File: src/design/card_cmd_pkg.sv
package card_cmd_pkg;

  // Clock and auto power-down time base.
  localparam int CLK_MHZ        = 100;
  localparam int PD_UNIT_US     = 5000;
  localparam int PD_TICK_CYCLES = PD_UNIT_US * CLK_MHZ;

  // Task-file register offsets.
  localparam logic [2:0] TF_DATA    = 3'h0;
  localparam logic [2:0] TF_FEATURE = 3'h1;
  localparam logic [2:0] TF_SEC_CNT = 3'h2;
  localparam logic [2:0] TF_SEC_NUM = 3'h3;
  localparam logic [2:0] TF_CYL_LO  = 3'h4;
  localparam logic [2:0] TF_CYL_HI  = 3'h5;
  localparam logic [2:0] TF_CDH     = 3'h6;
  localparam logic [2:0] TF_CMD     = 3'h7;

  // Command opcodes.
  localparam logic [7:0] OP_IDLE_A     = 8'h97;
  localparam logic [7:0] OP_IDLE_B     = 8'he3;
  localparam logic [7:0] OP_IDLE_IMM_A = 8'h95;
  localparam logic [7:0] OP_IDLE_IMM_B = 8'he1;
  localparam logic [7:0] OP_INIT_PARAM = 8'h91;
  localparam logic [7:0] OP_KEY_MGMT   = 8'hb9;
  localparam logic [7:0] OP_SEC_UNLOCK = 8'hf2;
  localparam logic [7:0] OP_SEC_ERASE  = 8'hf4;

  // Status and error register bit positions.
  localparam int ST_BUSY  = 7;
  localparam int ST_READY = 6;
  localparam int ST_DRQ   = 3;
  localparam int ST_ERR   = 0;
  localparam int ERR_ABRT = 2;

  // Identify word indices.
  localparam logic [7:0] ID_W_FEATURES = 8'h52;
  localparam logic [7:0] ID_W_ERASE    = 8'h59;
  localparam logic [7:0] ID_W_ENH_ERS  = 8'h5a;
  localparam logic [7:0] ID_W_APM      = 8'h5b;
  localparam logic [7:0] ID_W_SECURITY = 8'h80;
  localparam logic [7:0] ID_W_POWER    = 8'ha0;
  localparam logic [7:0] ID_W_KEY_MGMT = 8'ha2;

  // Identify field positions and fixed values.
  localparam int          W82_SEC      = 1;
  localparam logic [15:0] W82_FIXED    = 16'h7008;
  localparam int          SS_LEVEL     = 8;
  localparam int          SS_ENH       = 5;
  localparam int          SS_EXPIRE    = 4;
  localparam int          SS_FROZEN    = 3;
  localparam int          SS_LOCK      = 2;
  localparam int          SS_EN        = 1;
  localparam int          SS_CAP       = 0;
  localparam int          PR_VALID     = 15;
  localparam int          PR_RSV       = 14;
  localparam int          PR_NO_L1     = 13;
  localparam int          PR_L1_DIS    = 12;
  localparam int          KM_SCHEME0   = 0;
  localparam logic [7:0]  ERASE_TOP    = 8'hff;
  localparam logic [15:0] ERASE_LIMIT  = 16'h01fc;

  // Key-management structure transfer.
  localparam logic [7:0] KM_LAST_WORD = 8'hff;
  localparam int         KM_SUB_BIT   = 7;

  // Failed security attempts before the count expires.
  localparam logic [2:0] SEC_ATTEMPT_LIMIT = 3'h5;

  typedef struct packed {
    logic [7:0] feature;
    logic [7:0] sec_cnt;
    logic [7:0] sec_num;
    logic [7:0] cyl_lo;
    logic [7:0] cyl_hi;
    logic [7:0] cdh;
  } task_file_type;

  localparam task_file_type TF_RESET = '0;

  typedef struct packed {
    logic supported;
    logic enabled;
    logic locked;
    logic frozen;
    logic level_max;
    logic enh_erase;
  } security_cfg_type;

  typedef struct packed {
    logic        valid;
    logic        no_level1_cmds;
    logic        level1_cmds_disabled;
    logic [11:0] max_current_ma;
  } power_cfg_type;

  typedef enum logic [2:0] {
    CMD_IDLE     = 3'b000,
    CMD_EXEC     = 3'b001,
    CMD_SEC_WAIT = 3'b010,
    CMD_XFER     = 3'b011,
    CMD_DONE     = 3'b100
  } cmd_state_type;

endpackage

File: src/design/auto_power_down.sv
`timescale 1ns/1ps
module auto_power_down
  import card_cmd_pkg::*;
#(
  parameter int TICK_CYCLES = PD_TICK_CYCLES
)
(
  // Clock and reset.
  input  wire logic       clk_i,
  input  wire logic       reset_i,
  // Control.
  input  wire logic       enable_i,
  input  wire logic [7:0] timeout_i,
  input  wire logic       restart_i,
  // State.
  output logic            standby_o
);

  localparam int              TICK_W    = $clog2(TICK_CYCLES + 1);
  localparam logic [TICK_W-1:0] TICK_LAST = TICK_W'(TICK_CYCLES - 1);

  logic [TICK_W-1:0] tick_r;
  logic [7:0]        unit_r;
  logic              unit_end;

  assign unit_end = (tick_r == TICK_LAST);

  always_ff @(posedge clk_i)
  begin
    if (reset_i || restart_i || !enable_i || standby_o || unit_end)
      tick_r <= '0;
    else
      tick_r <= tick_r + TICK_W'(1);
  end

  always_ff @(posedge clk_i)
  begin
    if (reset_i || restart_i || !enable_i)
      unit_r <= 8'h00;
    else if (unit_end && !standby_o)
      unit_r <= unit_r + 8'h01;
  end

  // Standby is entered once the armed number of 5 ms units has elapsed.
  always_ff @(posedge clk_i)
  begin
    if (reset_i || restart_i || !enable_i)
      standby_o <= 1'b0;
    else if (unit_end && (unit_r + 8'h01 == timeout_i))
      standby_o <= 1'b1;
  end

endmodule

File: src/design/card_power_security_cmds.sv
// Local design decisions: the placing of the registers and the strobed register port.
`timescale 1ns/1ps
module card_power_security_cmds
  import card_cmd_pkg::*;
#(
  parameter int PD_TICKS = PD_TICK_CYCLES
)
(
  // Clock and reset.
  input  wire logic              clk_i,
  input  wire logic              reset_i,
  // Task-file register port.
  input  wire logic [2:0]        addr_i,
  input  wire logic [15:0]       wdata_i,
  input  wire logic              wr_i,
  input  wire logic              rd_i,
  output logic      [15:0]       rdata_o,
  output logic                   intrq_o,
  // Identify word lookup.
  input  wire logic [7:0]        ident_index_i,
  output logic      [15:0]       ident_word_o,
  // Device configuration.
  input  wire security_cfg_type  sec_cfg_i,
  input  wire power_cfg_type     pwr_cfg_i,
  input  wire logic [7:0]        apm_level_i,
  input  wire logic [15:0]       erase_minutes_i,
  input  wire logic [15:0]       enh_erase_minutes_i,
  input  wire logic              km_scheme_i,
  // Security engine handshake.
  output logic                   sec_cmd_req_o,
  output logic      [7:0]        sec_cmd_code_o,
  input  wire logic              sec_cmd_done_i,
  input  wire logic              sec_cmd_fail_i,
  // Key-management structure source.
  output logic      [7:0]        km_word_index_o,
  input  wire logic [15:0]       km_word_i,
  output logic      [38:0]       host_challenge_value_o,
  // Power state and geometry.
  output logic                   idle_mode_o,
  output logic                   standby_o,
  output logic      [7:0]        sectors_per_track_o,
  output logic      [3:0]        max_head_o
);

  ////////////////////////////////////////////////////////////////////////////////

  task_file_type tf_r;
  cmd_state_type state_r;
  logic [7:0]    cmd_r;
  logic          busy_flag_r;
  logic          drq_r;
  logic          err_r;
  logic          abrt_r;
  logic          expired_r;
  logic [2:0]    attempts_r;
  logic          pd_enable_r;
  logic [7:0]    pd_timeout_r;
  logic          pd_restart_r;
  logic          cmd_wr;
  logic          status_rd;
  logic          data_rd;
  logic          is_idle;
  logic          is_idle_imm;
  logic          is_sec;
  logic          km_ok;
  logic [7:0]    status_byte;

  assign cmd_wr      = wr_i && (addr_i == TF_CMD) && (state_r == CMD_IDLE);
  assign status_rd   = rd_i && (addr_i == TF_CMD);
  assign data_rd     = rd_i && (addr_i == TF_DATA) && (state_r == CMD_XFER);
  assign is_idle     = (cmd_r == OP_IDLE_A) || (cmd_r == OP_IDLE_B);
  assign is_idle_imm = (cmd_r == OP_IDLE_IMM_A) || (cmd_r == OP_IDLE_IMM_B);
  assign is_sec      = (cmd_r == OP_SEC_UNLOCK) || (cmd_r == OP_SEC_ERASE);
  assign km_ok       = (cmd_r == OP_KEY_MGMT) && km_scheme_i
                       && !tf_r.feature[KM_SUB_BIT];

  always_comb
  begin
    status_byte          = 8'h00;
    status_byte[ST_BUSY] = busy_flag_r;
    status_byte[ST_READY] = !busy_flag_r;
    status_byte[ST_DRQ]  = drq_r;
    status_byte[ST_ERR]  = err_r;
  end

  ////////////////////////////////////////////////////////////////////////////////
  // Task-file registers; writes are ignored while a command runs.

  always_ff @(posedge clk_i)
  begin
    if (reset_i)
      tf_r <= TF_RESET;
    else if (wr_i && (state_r == CMD_IDLE))
    begin
      unique case (addr_i)
        TF_FEATURE: tf_r.feature <= wdata_i[7:0];
        TF_SEC_CNT: tf_r.sec_cnt <= wdata_i[7:0];
        TF_SEC_NUM: tf_r.sec_num <= wdata_i[7:0];
        TF_CYL_LO:  tf_r.cyl_lo  <= wdata_i[7:0];
        TF_CYL_HI:  tf_r.cyl_hi  <= wdata_i[7:0];
        TF_CDH:     tf_r.cdh     <= wdata_i[7:0];
        TF_DATA, TF_CMD: tf_r <= tf_r;
      endcase
    end
  end

  always_ff @(posedge clk_i)
  begin
    if (reset_i)
      rdata_o <= 16'h0000;
    else if (rd_i)
    begin
      unique case (addr_i)
        TF_DATA:    rdata_o <= data_rd ? km_word_i : 16'h0000;
        TF_FEATURE: rdata_o <= {13'h0000, abrt_r, 2'h0};
        TF_SEC_CNT: rdata_o <= {8'h00, tf_r.sec_cnt};
        TF_SEC_NUM: rdata_o <= {8'h00, tf_r.sec_num};
        TF_CYL_LO:  rdata_o <= {8'h00, tf_r.cyl_lo};
        TF_CYL_HI:  rdata_o <= {8'h00, tf_r.cyl_hi};
        TF_CDH:     rdata_o <= {8'h00, tf_r.cdh};
        TF_CMD:     rdata_o <= {8'h00, status_byte};
      endcase
    end
    else
      rdata_o <= 16'h0000;
  end

  ////////////////////////////////////////////////////////////////////////////////
  // Command sequencer.

  always_ff @(posedge clk_i)
  begin
    if (reset_i)
      cmd_r <= 8'h00;
    else if (cmd_wr)
      cmd_r <= wdata_i[7:0];
  end

  always_ff @(posedge clk_i)
  begin
    if (reset_i)
      state_r <= CMD_IDLE;
    else
    begin
      unique case (state_r)
        CMD_IDLE:
          if (cmd_wr)
            state_r <= CMD_EXEC;
        CMD_EXEC:
          if (is_sec && !expired_r)
            state_r <= CMD_SEC_WAIT;
          else if (km_ok)
            state_r <= CMD_XFER;
          else
            state_r <= CMD_DONE;
        CMD_SEC_WAIT:
          if (sec_cmd_done_i)
            state_r <= CMD_DONE;
        CMD_XFER:
          if (data_rd && (km_word_index_o == KM_LAST_WORD))
            state_r <= CMD_IDLE;
        CMD_DONE:
          state_r <= CMD_IDLE;
        default:
          state_r <= CMD_IDLE;
      endcase
    end
  end

  // Busy rises with the command and falls as the interrupt is raised.
  always_ff @(posedge clk_i)
  begin
    if (reset_i)
      busy_flag_r <= 1'b0;
    else if (cmd_wr)
      busy_flag_r <= 1'b1;
    else if ((state_r == CMD_DONE) || ((state_r == CMD_EXEC) && km_ok))
      busy_flag_r <= 1'b0;
  end

  always_ff @(posedge clk_i)
  begin
    if (reset_i)
      drq_r <= 1'b0;
    else if ((state_r == CMD_EXEC) && km_ok)
      drq_r <= 1'b1;
    else if (data_rd && (km_word_index_o == KM_LAST_WORD))
      drq_r <= 1'b0;
  end

  always_ff @(posedge clk_i)
  begin
    if (reset_i)
      km_word_index_o <= 8'h00;
    else if (state_r == CMD_EXEC)
      km_word_index_o <= 8'h00;
    else if (data_rd)
      km_word_index_o <= km_word_index_o + 8'h01;
  end

  // Error and abort: anything other than the handled opcodes is refused.
  always_ff @(posedge clk_i)
  begin
    if (reset_i)
    begin
      err_r  <= 1'b0;
      abrt_r <= 1'b0;
    end
    else if (cmd_wr)
    begin
      err_r  <= 1'b0;
      abrt_r <= 1'b0;
    end
    else if (state_r == CMD_EXEC)
    begin
      if (!(is_idle || is_idle_imm || (cmd_r == OP_INIT_PARAM) || km_ok
            || (is_sec && !expired_r)))
      begin
        err_r  <= 1'b1;
        abrt_r <= 1'b1;
      end
    end
    else if ((state_r == CMD_SEC_WAIT) && sec_cmd_done_i && sec_cmd_fail_i)
    begin
      err_r  <= 1'b1;
      abrt_r <= 1'b1;
    end
  end

  // A finishing command outranks a status read that would clear the line.
  always_ff @(posedge clk_i)
  begin
    if (reset_i)
      intrq_o <= 1'b0;
    else if ((state_r == CMD_DONE) || ((state_r == CMD_EXEC) && km_ok))
      intrq_o <= 1'b1;
    else if (status_rd)
      intrq_o <= 1'b0;
  end

  ////////////////////////////////////////////////////////////////////////////////
  // Security attempt counting; only a reset clears the expiry.

  always_ff @(posedge clk_i)
  begin
    if (reset_i)
      attempts_r <= 3'h0;
    else if ((state_r == CMD_SEC_WAIT) && sec_cmd_done_i && sec_cmd_fail_i
             && (attempts_r != SEC_ATTEMPT_LIMIT))
      attempts_r <= attempts_r + 3'h1;
  end

  always_ff @(posedge clk_i)
  begin
    if (reset_i)
      expired_r <= 1'b0;
    else if (attempts_r == SEC_ATTEMPT_LIMIT)
      expired_r <= 1'b1;
  end

  always_ff @(posedge clk_i)
  begin
    if (reset_i)
    begin
      sec_cmd_req_o  <= 1'b0;
      sec_cmd_code_o <= 8'h00;
    end
    else
    begin
      sec_cmd_req_o <= (state_r == CMD_EXEC) && is_sec && !expired_r;
      if ((state_r == CMD_EXEC) && is_sec)
        sec_cmd_code_o <= cmd_r;
    end
  end

  ////////////////////////////////////////////////////////////////////////////////
  // Command effects.

  always_ff @(posedge clk_i)
  begin
    if (reset_i)
    begin
      sectors_per_track_o <= 8'h00;
      max_head_o          <= 4'h0;
    end
    else if ((state_r == CMD_EXEC) && (cmd_r == OP_INIT_PARAM))
    begin
      sectors_per_track_o <= tf_r.sec_cnt;
      max_head_o          <= tf_r.cdh[3:0];
    end
  end

  // The challenge is taken as written; no value is refused.
  always_ff @(posedge clk_i)
  begin
    if (reset_i)
      host_challenge_value_o <= 39'h0;
    else if ((state_r == CMD_EXEC) && km_ok)
      host_challenge_value_o <= {tf_r.feature[6:0], tf_r.sec_cnt, tf_r.sec_num,
                                 tf_r.cyl_lo, tf_r.cyl_hi};
  end

  always_ff @(posedge clk_i)
  begin
    if (reset_i)
    begin
      idle_mode_o  <= 1'b0;
      pd_enable_r  <= 1'b0;
      pd_timeout_r <= 8'h00;
      pd_restart_r <= 1'b0;
    end
    else
    begin
      pd_restart_r <= cmd_wr;
      if ((state_r == CMD_EXEC) && (is_idle || is_idle_imm))
        idle_mode_o <= 1'b1;
      if ((state_r == CMD_EXEC) && is_idle)
      begin
        pd_enable_r  <= (tf_r.sec_cnt != 8'h00);
        pd_timeout_r <= tf_r.sec_cnt;
      end
    end
  end

  auto_power_down #(
    .TICK_CYCLES (PD_TICKS)
  ) u_apd (
    .clk_i     (clk_i),
    .reset_i   (reset_i),
    .enable_i  (pd_enable_r),
    .timeout_i (pd_timeout_r),
    .restart_i (pd_restart_r),
    .standby_o (standby_o)
  );

  ////////////////////////////////////////////////////////////////////////////////
  // Identify words.

  function automatic logic [7:0] erase_code(input logic [15:0] minutes);
    logic [16:0] rounded;
    rounded = {1'b0, minutes} + 17'h00001;
    if (minutes == 16'h0000)
      erase_code = 8'h00;
    else if (minutes > ERASE_LIMIT)
      erase_code = ERASE_TOP;
    else
      erase_code = rounded[8:1];
  endfunction

  always_ff @(posedge clk_i)
  begin
    if (reset_i)
      ident_word_o <= 16'h0000;
    else
    begin
      ident_word_o <= 16'h0000;
      unique case (ident_index_i)
        ID_W_FEATURES:
        begin
          ident_word_o          <= W82_FIXED;
          ident_word_o[W82_SEC] <= sec_cfg_i.supported;
        end
        ID_W_ERASE:   ident_word_o <= {8'h00, erase_code(erase_minutes_i)};
        ID_W_ENH_ERS: ident_word_o <= {8'h00, erase_code(enh_erase_minutes_i)};
        ID_W_APM:     ident_word_o <= {8'h00, apm_level_i};
        ID_W_SECURITY:
        begin
          ident_word_o[SS_LEVEL]  <= sec_cfg_i.enabled && sec_cfg_i.level_max;
          ident_word_o[SS_ENH]    <= sec_cfg_i.enh_erase;
          ident_word_o[SS_EXPIRE] <= expired_r;
          ident_word_o[SS_FROZEN] <= sec_cfg_i.frozen;
          ident_word_o[SS_LOCK]   <= sec_cfg_i.locked;
          ident_word_o[SS_EN]     <= sec_cfg_i.enabled;
          ident_word_o[SS_CAP]    <= sec_cfg_i.supported;
        end
        ID_W_POWER:
        begin
          ident_word_o[PR_VALID]  <= pwr_cfg_i.valid;
          ident_word_o[PR_RSV]    <= 1'b0;
          ident_word_o[PR_NO_L1]  <= pwr_cfg_i.no_level1_cmds;
          ident_word_o[PR_L1_DIS] <= pwr_cfg_i.level1_cmds_disabled;
          ident_word_o[11:0]      <= pwr_cfg_i.max_current_ma;
        end
        ID_W_KEY_MGMT: ident_word_o[KM_SCHEME0] <= km_scheme_i;
        default: ident_word_o <= 16'h0000;
      endcase
    end
  end
endmodule

File: config.mk
export PLATFORM = sky130hd
export DESIGN_NAME = card_power_security_cmds
export DESIGN_NICKNAME = d
export VERILOG_FILES = /design/src/design/card_cmd_pkg.sv /design/src/design/auto_power_down.sv /design/src/design/card_power_security_cmds.sv
export SDC_FILE = /design/constraint.sdc
export NUM_CORES = 1
export LEC_CHECK = 0
export BUFFER_PORTS_ARGS = -buffer_cell sky130_fd_sc_hd__buf_2
export CAP_MARGIN = 20
export CORE_ASPECT_RATIO = 0.75
export CORE_MARGIN = 2
export CORE_UTILIZATION = 48
export CTS_CLUSTER_DIAMETER = 120
export CTS_CLUSTER_SIZE = 28
export DETAILED_ROUTE_END_ITERATION = 10
export PLACE_DENSITY = 0.73
export REMOVE_ABC_BUFFERS = 1
export SLEW_MARGIN = 20
export SYNTH_ARGS = -nofsm -noshare
export SYNTH_HDL_FRONTEND = slang
export SYNTH_SLANG_ARGS = --single-unit
File: constraint.sdc
create_clock -name clk_i -period 4 [get_ports clk_i]
set_input_delay 0.8 -clock clk_i [delete_from_list [all_inputs] [get_ports clk_i]]
set_output_delay 0.8 -clock clk_i [all_outputs]
set_load 0.1 [all_outputs]
# Word level (Yosys, flattened, before mapping)
# Cells that the tools add are included.
[word_totals]
input_bits = 111
output_inout_bits = 103
elab_cells = 158
regBits = 206
[classes]
eq_ne = 35
order_cmp = 2
n_reduce_logical = 59
add_sub_neg = 6
mux = 26
n_bitwise = 1
[ops]
columns = ["cell", "n"]
rows = [
  ["$pmux W16 S8", 1],
  ["$eq A8 B8 Y1 const B", 12],
  ["$eq A8 B7 Y1 const B", 4],
  ["$gt A16 B9 Y1 const B", 2],
  ["$logic_not A16 Y1", 2],
  ["$mux W8", 4],
  ["$pmux W5 S6", 1],
  ["$logic_and A1 B1 Y1", 22],
  ["$add A19 B1 Y19 const B", 1],
  ["$eq A19 B19 Y1 const B", 1],
  ["$add A9 B1 Y9 const B", 2],
  ["$eq A3 B3 Y1 const B", 6],
  ["$add A8 B1 Y8 const B", 2],
  ["$mux W16", 1],
  ["$mux W3", 5],
  ["$pmux W7 S2", 1],
  ["$reduce_and A2 Y1", 7],
  ["$eq A3 B2 Y1 const B", 4],
  ["$logic_or A1 B1 Y1", 12],
  ["$pmux W3 S4", 1],
  ["$mux W1", 9],
  ["$eq A8 B8 Y1", 1],
  ["$pmux W2 S4", 1],
  ["$reduce_bool A2 Y1", 4],
  ["other kinds (13)", 23],
]

# Longest topological paths before layout
[depth]
ltp_word = 8
depth_mapped = 9
ltp_nobuf = 7

# Hierarchy
# A second synthesis with hierarchy kept.
[hier_totals]
cells_unflattened = 1039
area_unflattened_um2 = 8982.4
[modules_own_cells]
columns = ["mod", "area_each_um2", "seq_area_each_um2", "cells_each", "instances"]
rows = [
  ["card_power_security_cmds", 7528.5, 3563.4, 867, 1],
  ["auto_power_down", 1453.9, 560.5, 172, 1],
]

# Least setup slack after synthesis
# OpenSTA, ideal clock, no wires.
[synth_path]
path_type = "input-to-reg"
startpoint = "in addr_i[2]"
endpoint = "reg tf_r[7] in the netlist's numbering"
cell_stages = 6
required_time_ns = 3.872
t_arrival_ns = 2.306
setup_time_ns = 0.128
slack_ns = 1.566
path_buffers = 3
cell_sequence = "clkbuf_1 -> clkbuf_1 -> clkbuf_1 -> nand4_1 -> mux2i_1 -> nor2_1"
[synth_via]
elab_chain_cells = 2
[synth_lines]
columns = ["item", "line_no", "text"]
rows = [
  ["start: declaration", "card_power_security_cmds.sv:13", "input wire logic [2:0] addr_i,"],
  ["$eq A3 B3 Y1", "card_power_security_cmds.sv:95", "unique case (addr_i)"],
  ["$reduce_and A2 Y1 (no source line)", "-", ""],
  ["end signal: assignment", "card_power_security_cmds.sv:102", "TF_DATA, TF_CMD: tf_r <= tf_r;"],
  ["end: declaration", "card_power_security_cmds.sv:47", "task_file_type tf_r;"],
]
# No other way between the ends.
# A chain may end at the register's enable or synchronous reset.

# Final worst setup path
[layout_path]
startpoint = "reg cmd_r[1]"
endpoint = "reg state_r[1]"
[layout_via]
elab_chain_cells = 6
elab_cells_between_ends = 10
cone_classes = "eq/ne (3); mux (3); reduce/logical (4)"
[layout_lines]
columns = ["item", "line_no", "text"]
rows = [
  ["start: declaration", "card_power_security_cmds.sv:49", "logic [7:0] cmd_r;"],
  ["start signal: assignment", "card_power_security_cmds.sv:136", "cmd_r <= wdata_i[7:0];"],
  ["$eq A8 B8 Y1", "card_power_security_cmds.sv:74", "assign km_ok = (cmd_r == OP_KEY_MGMT) && km_scheme_i"],
  ["$logic_and A1 B1 Y1", "card_power_security_cmds.sv:74", ""],
  ["$logic_and A1 B1 Y1", "card_power_security_cmds.sv:75", "&& !tf_r.feature[KM_SUB_BIT];"],
  ["$mux W3", "card_power_security_cmds.sv:152", "else if (km_ok)"],
  ["$mux W3 (*)", "card_power_security_cmds.sv:150", "if (is_sec && !expired_r)"],
  ["$pmux W3 S4 (*)", "card_power_security_cmds.sv:145", "unique case (state_r)"],
  ["end signal: assignment", "card_power_security_cmds.sv:148", "state_r <= CMD_EXEC;"],
  ["end signal: assignment", "card_power_security_cmds.sv:151", "state_r <= CMD_SEC_WAIT;"],
  ["end signal: assignment", "card_power_security_cmds.sv:153", "state_r <= CMD_XFER;"],
  ["end: declaration", "card_power_security_cmds.sv:48", "cmd_state_type state_r;"],
]
# Mark *: on every way between the ends. The rest lies on a longest branch, timed or not.

==> impl_metrics.py <==
metrics = {
    "status": {
        "status": "finished, final reports clean",
    },
    "critical_path": {
        "arrival_ns": 2.84,
        "path_max_fanout": 13,
        "path_class": "flop to flop",
        "ff2ff_path_depth": 5,
        "crit_chain": "or4b_4, nor3_2, o21ba_1, mux4_2, a2111oi_2",
        "required_ns": 4.37,
        "max_stage_delay_ns": 0.64,
        "cp-start-kind": "flop",
        "cp.depth": 5,
        "crit_family": "simple AND/OR/NAND/NOR gates",
        "critPathCaptureType": "flop",
        "slowest_stage": "or4b_4",
        "crit_buf_inv": 0,
    },
    "synth": {
        "yosys.area.top_type_share_pct": 45.77,
        "synth_most_common_cell": "dfxtp_1",
        "ys_seq_area_share_pct": 45.77,
        "synth-edff-count": 0,
        "ys_ff_latch": 206,
        "synth_ff_type": "dfxtp_1",
        "syn_inst": 1035,
        "yosysUniqueCellTypes": 68,
        "synth_top_cell_by_area": "dfxtp_1",
        "yosysWarningCount": 0,
        "synth_top_cells_by_count": "dfxtp_1 (206), nand2_1 (142), nor2_1 (139)",
        "synth.area.top_cells": "dfxtp_1 (46%), mux2i_1 (8.3%), nand2_1 (5.9%)",
        "syn_area_sq_um": 9011,
        "async_reset_ff_share_pct": 0,
        "syn_area_per_cell_sq_um": 8.706,
    },
    "routing": {
        "drt_iter0_drc": 625,
        "vias": 7829,
        "routedWlPerCell_um": 15.24,
        "first_pass_iters": 5,
        "vias_per_cell": 5.399,
        "wl_mm": 22.10,
        "ant_nets": 0,
        "drc": 0,
    },
    "placed_design": {
        "dpl.hpwl_mm": 16.04,
        "gp_congestion": 0.8763,
        "place_ws_ns": 1.222,
        "io_buffers": 205,
        "place_inst": 1438,
        "dpl_cell_area_sq_um": 10190,
    },
    "cts": {
        "cts_max_level": 1,
        "clk_pin_slew_ns": 0.12,
        "numCtsBuffers": 11,
        "cts-resized-gates": 0,
        "clk_latency_ns": 0.47,
        "clock-sinks": 206,
        "cts_hold_buffers": 0,
        "cts_buffer_depth": 3,
        "post-cts-setup-buffers": 0,
        "root_buffer": "clkbuf_16",
        "cts_tree": "yes",
    },
    "sta": {
        "fin_crit_ns": 2.469,
        "final-setup-viol-count": 0,
        "fmax_mhz": 405.0,
        "drv_slew": 0,
        "slew_headroom_pct": 35.31,
        "period_share_pct": 61.73,
        "fin_ws_ns": 1.531,
        "finalClockSkew_ns": 0.02712,
        "finalHoldViolations": 0,
        "worst_pin_slew_ns": 0.9624,
        "grt_setup_unrepaired": "no",
    },
    "power_and_ir_drop": {
        "vdd_ir_drop_max_uv": 374.1,
        "p_per_area_nw_per_um2": 357.4,
        "p_leak_nw": 4.233,
        "p_total_mw": 3.749,
    },
    "die": {
        "die_h_um": 122.7,
        "rows": 43,
        "core-area_sq_um": 18450,
        "initial_utilization_pct": 48.83,
        "io_pins": 214,
        "die_w_um": 162.2,
        "die_area_sq_um": 19900,
    },
    "grt": {
        "grt_pass1_vias": 7029,
        "grt_pass1_wl_mm": 35.63,
        "antenna_found_initial": 0,
        "gr-total-overflow": 0,
        "grt_max_degree": 73,
        "grt_usage_pct": 21.67,
    },
    "cells_and_area": {
        "fill_cells": 1700,
        "fin_nets": 1324,
        "area_growth_syn_to_layout_pct": 16.41,
        "fin_cells": 1450,
        "antennaDiodeCount": 0,
        "fin_area_sq_um": 10490,
        "layout-drive-gt1-share_pct": 20.95,
        "seqCellArea_sq_um": 4124,
        "multi_input_area_sq_um": 4609,
    },
    "flow_run": {
        "drv_cap": 0,
    },
    "hold_path": {
        "hold_depth": 2,
        "hold_class": "flop to flop",
    },
}
area by class of cell:
class | instances | share of cell area [%]
tap | 247 | 2.946
multi-input combinational | 755 | 43.94
clock inverter | 1 | 0.1908
sequential | 206 | 39.31
clock buffer | 11 | 2.624
timing repair buffer | 213 | 10.38
inverter | 17 | 0.6083
sequential cells by signal, summed over array words and instances (netlist names), 8 cells and up:
name and count:
tf_r 48, host_challenge_value_o 39, u_apd.tick_r 19, ident_word_o 16
rdata_o 16, cmd_r 8, km_word_index_o 8, pd_timeout_r 8
sec_cmd_code_o 8, sectors_per_track_o 8, u_apd.unit_r 8
layer usage:
layer  routed length (um)  vias up  global-route usage (%)  part of all wire [%]
met5                    0        -                       0                     0
met4                  325        0                   3.761                   1.5
met3                 1223       27                   3.211                   5.5
met2                 9626      236                   33.16                    44
met1                10920     3641                   32.79                    49
li1                     -     3925                       -                     -
final timing paths:
kind | start | to | slack, ns
setup / recovery | cmd_r[1]$_SDFFE_PP0P_ | state_r[1]$_SDFFE_PP0P_ | 1.53
hold / removal | sec_cmd_code_o[7]$_SDFFE_PP0P_ | sec_cmd_code_o[7]$_SDFFE_PP0P_ | 0.45
setup reg to reg | cmd_r[1]$_SDFFE_PP0P_ | state_r[1]$_SDFFE_PP0P_ | 1.53
hold reg to reg | sec_cmd_code_o[7]$_SDFFE_PP0P_ | sec_cmd_code_o[7]$_SDFFE_PP0P_ | 0.45
kinds of logic (layout without fill, tap and decap cells):
logic type | count (synthesis) | in the layout | synth area share, %
mux | 84 | 84 | 9.706
fa+ha+maj | 9 | 9 | 1.250
simple gates | 445 | 445 | 23.79
buf+inv | 74 | 242 | 3.207
xor+xnor | 47 | 47 | 4.568
flops | 206 | 206 | 45.77
compound gates | 170 | 170 | 11.72
worst register-to-register path, stage by stage, from the launching register on:
cell       delay [ns]
dfxtp_1          0.49
or4b_4           0.65
nor3_2           0.21
o21ba_1          0.21
mux4_2           0.47
a2111oi_2        0.35
cells in the final DEF, fill, tap and decap left out, types with 12 or more instances in the layout:
master,count
dfxtp_1,206
buf_2,204
nand2_1,142
nor2_1,139
a21oi_1,89
mux2i_1,75
nand3_1,27
xnor2_1,27
nand4_1,20
xor2_1,20
o21ai_0,19
inv_1,17
nor3_1,15
and2_1,14
nor4_1,12
stage by stage:
| stage | utilization, % | hold WS [ns] | setup TNS (ns) |
|---|---|---|---|
| 2_1_floorplan | - | 0.4175 | -14.88 |
| 3_3_place_gp | 55.24 | 0.4308 | 0 |
| 3_5_place_dp | 55.24 | 0.4333 | 0 |
| 4_1_cts | 56.84 | 0.4488 | 0 |
| 5_1_grt | 56.84 | 0.4715 | 0 |
| 6_report | 56.84 | 0.4486 | 0 |
where the power goes:
group,internal [mW],switching (mW),leakage (nW)
Sequential,2.09,0.0676,1.66
Clock,0.513,0.667,0.145
Combinational,0.165,0.243,2.43
Total,2.77,0.977,4.23
Note: power is estimated with default switching activity, not from simulation.
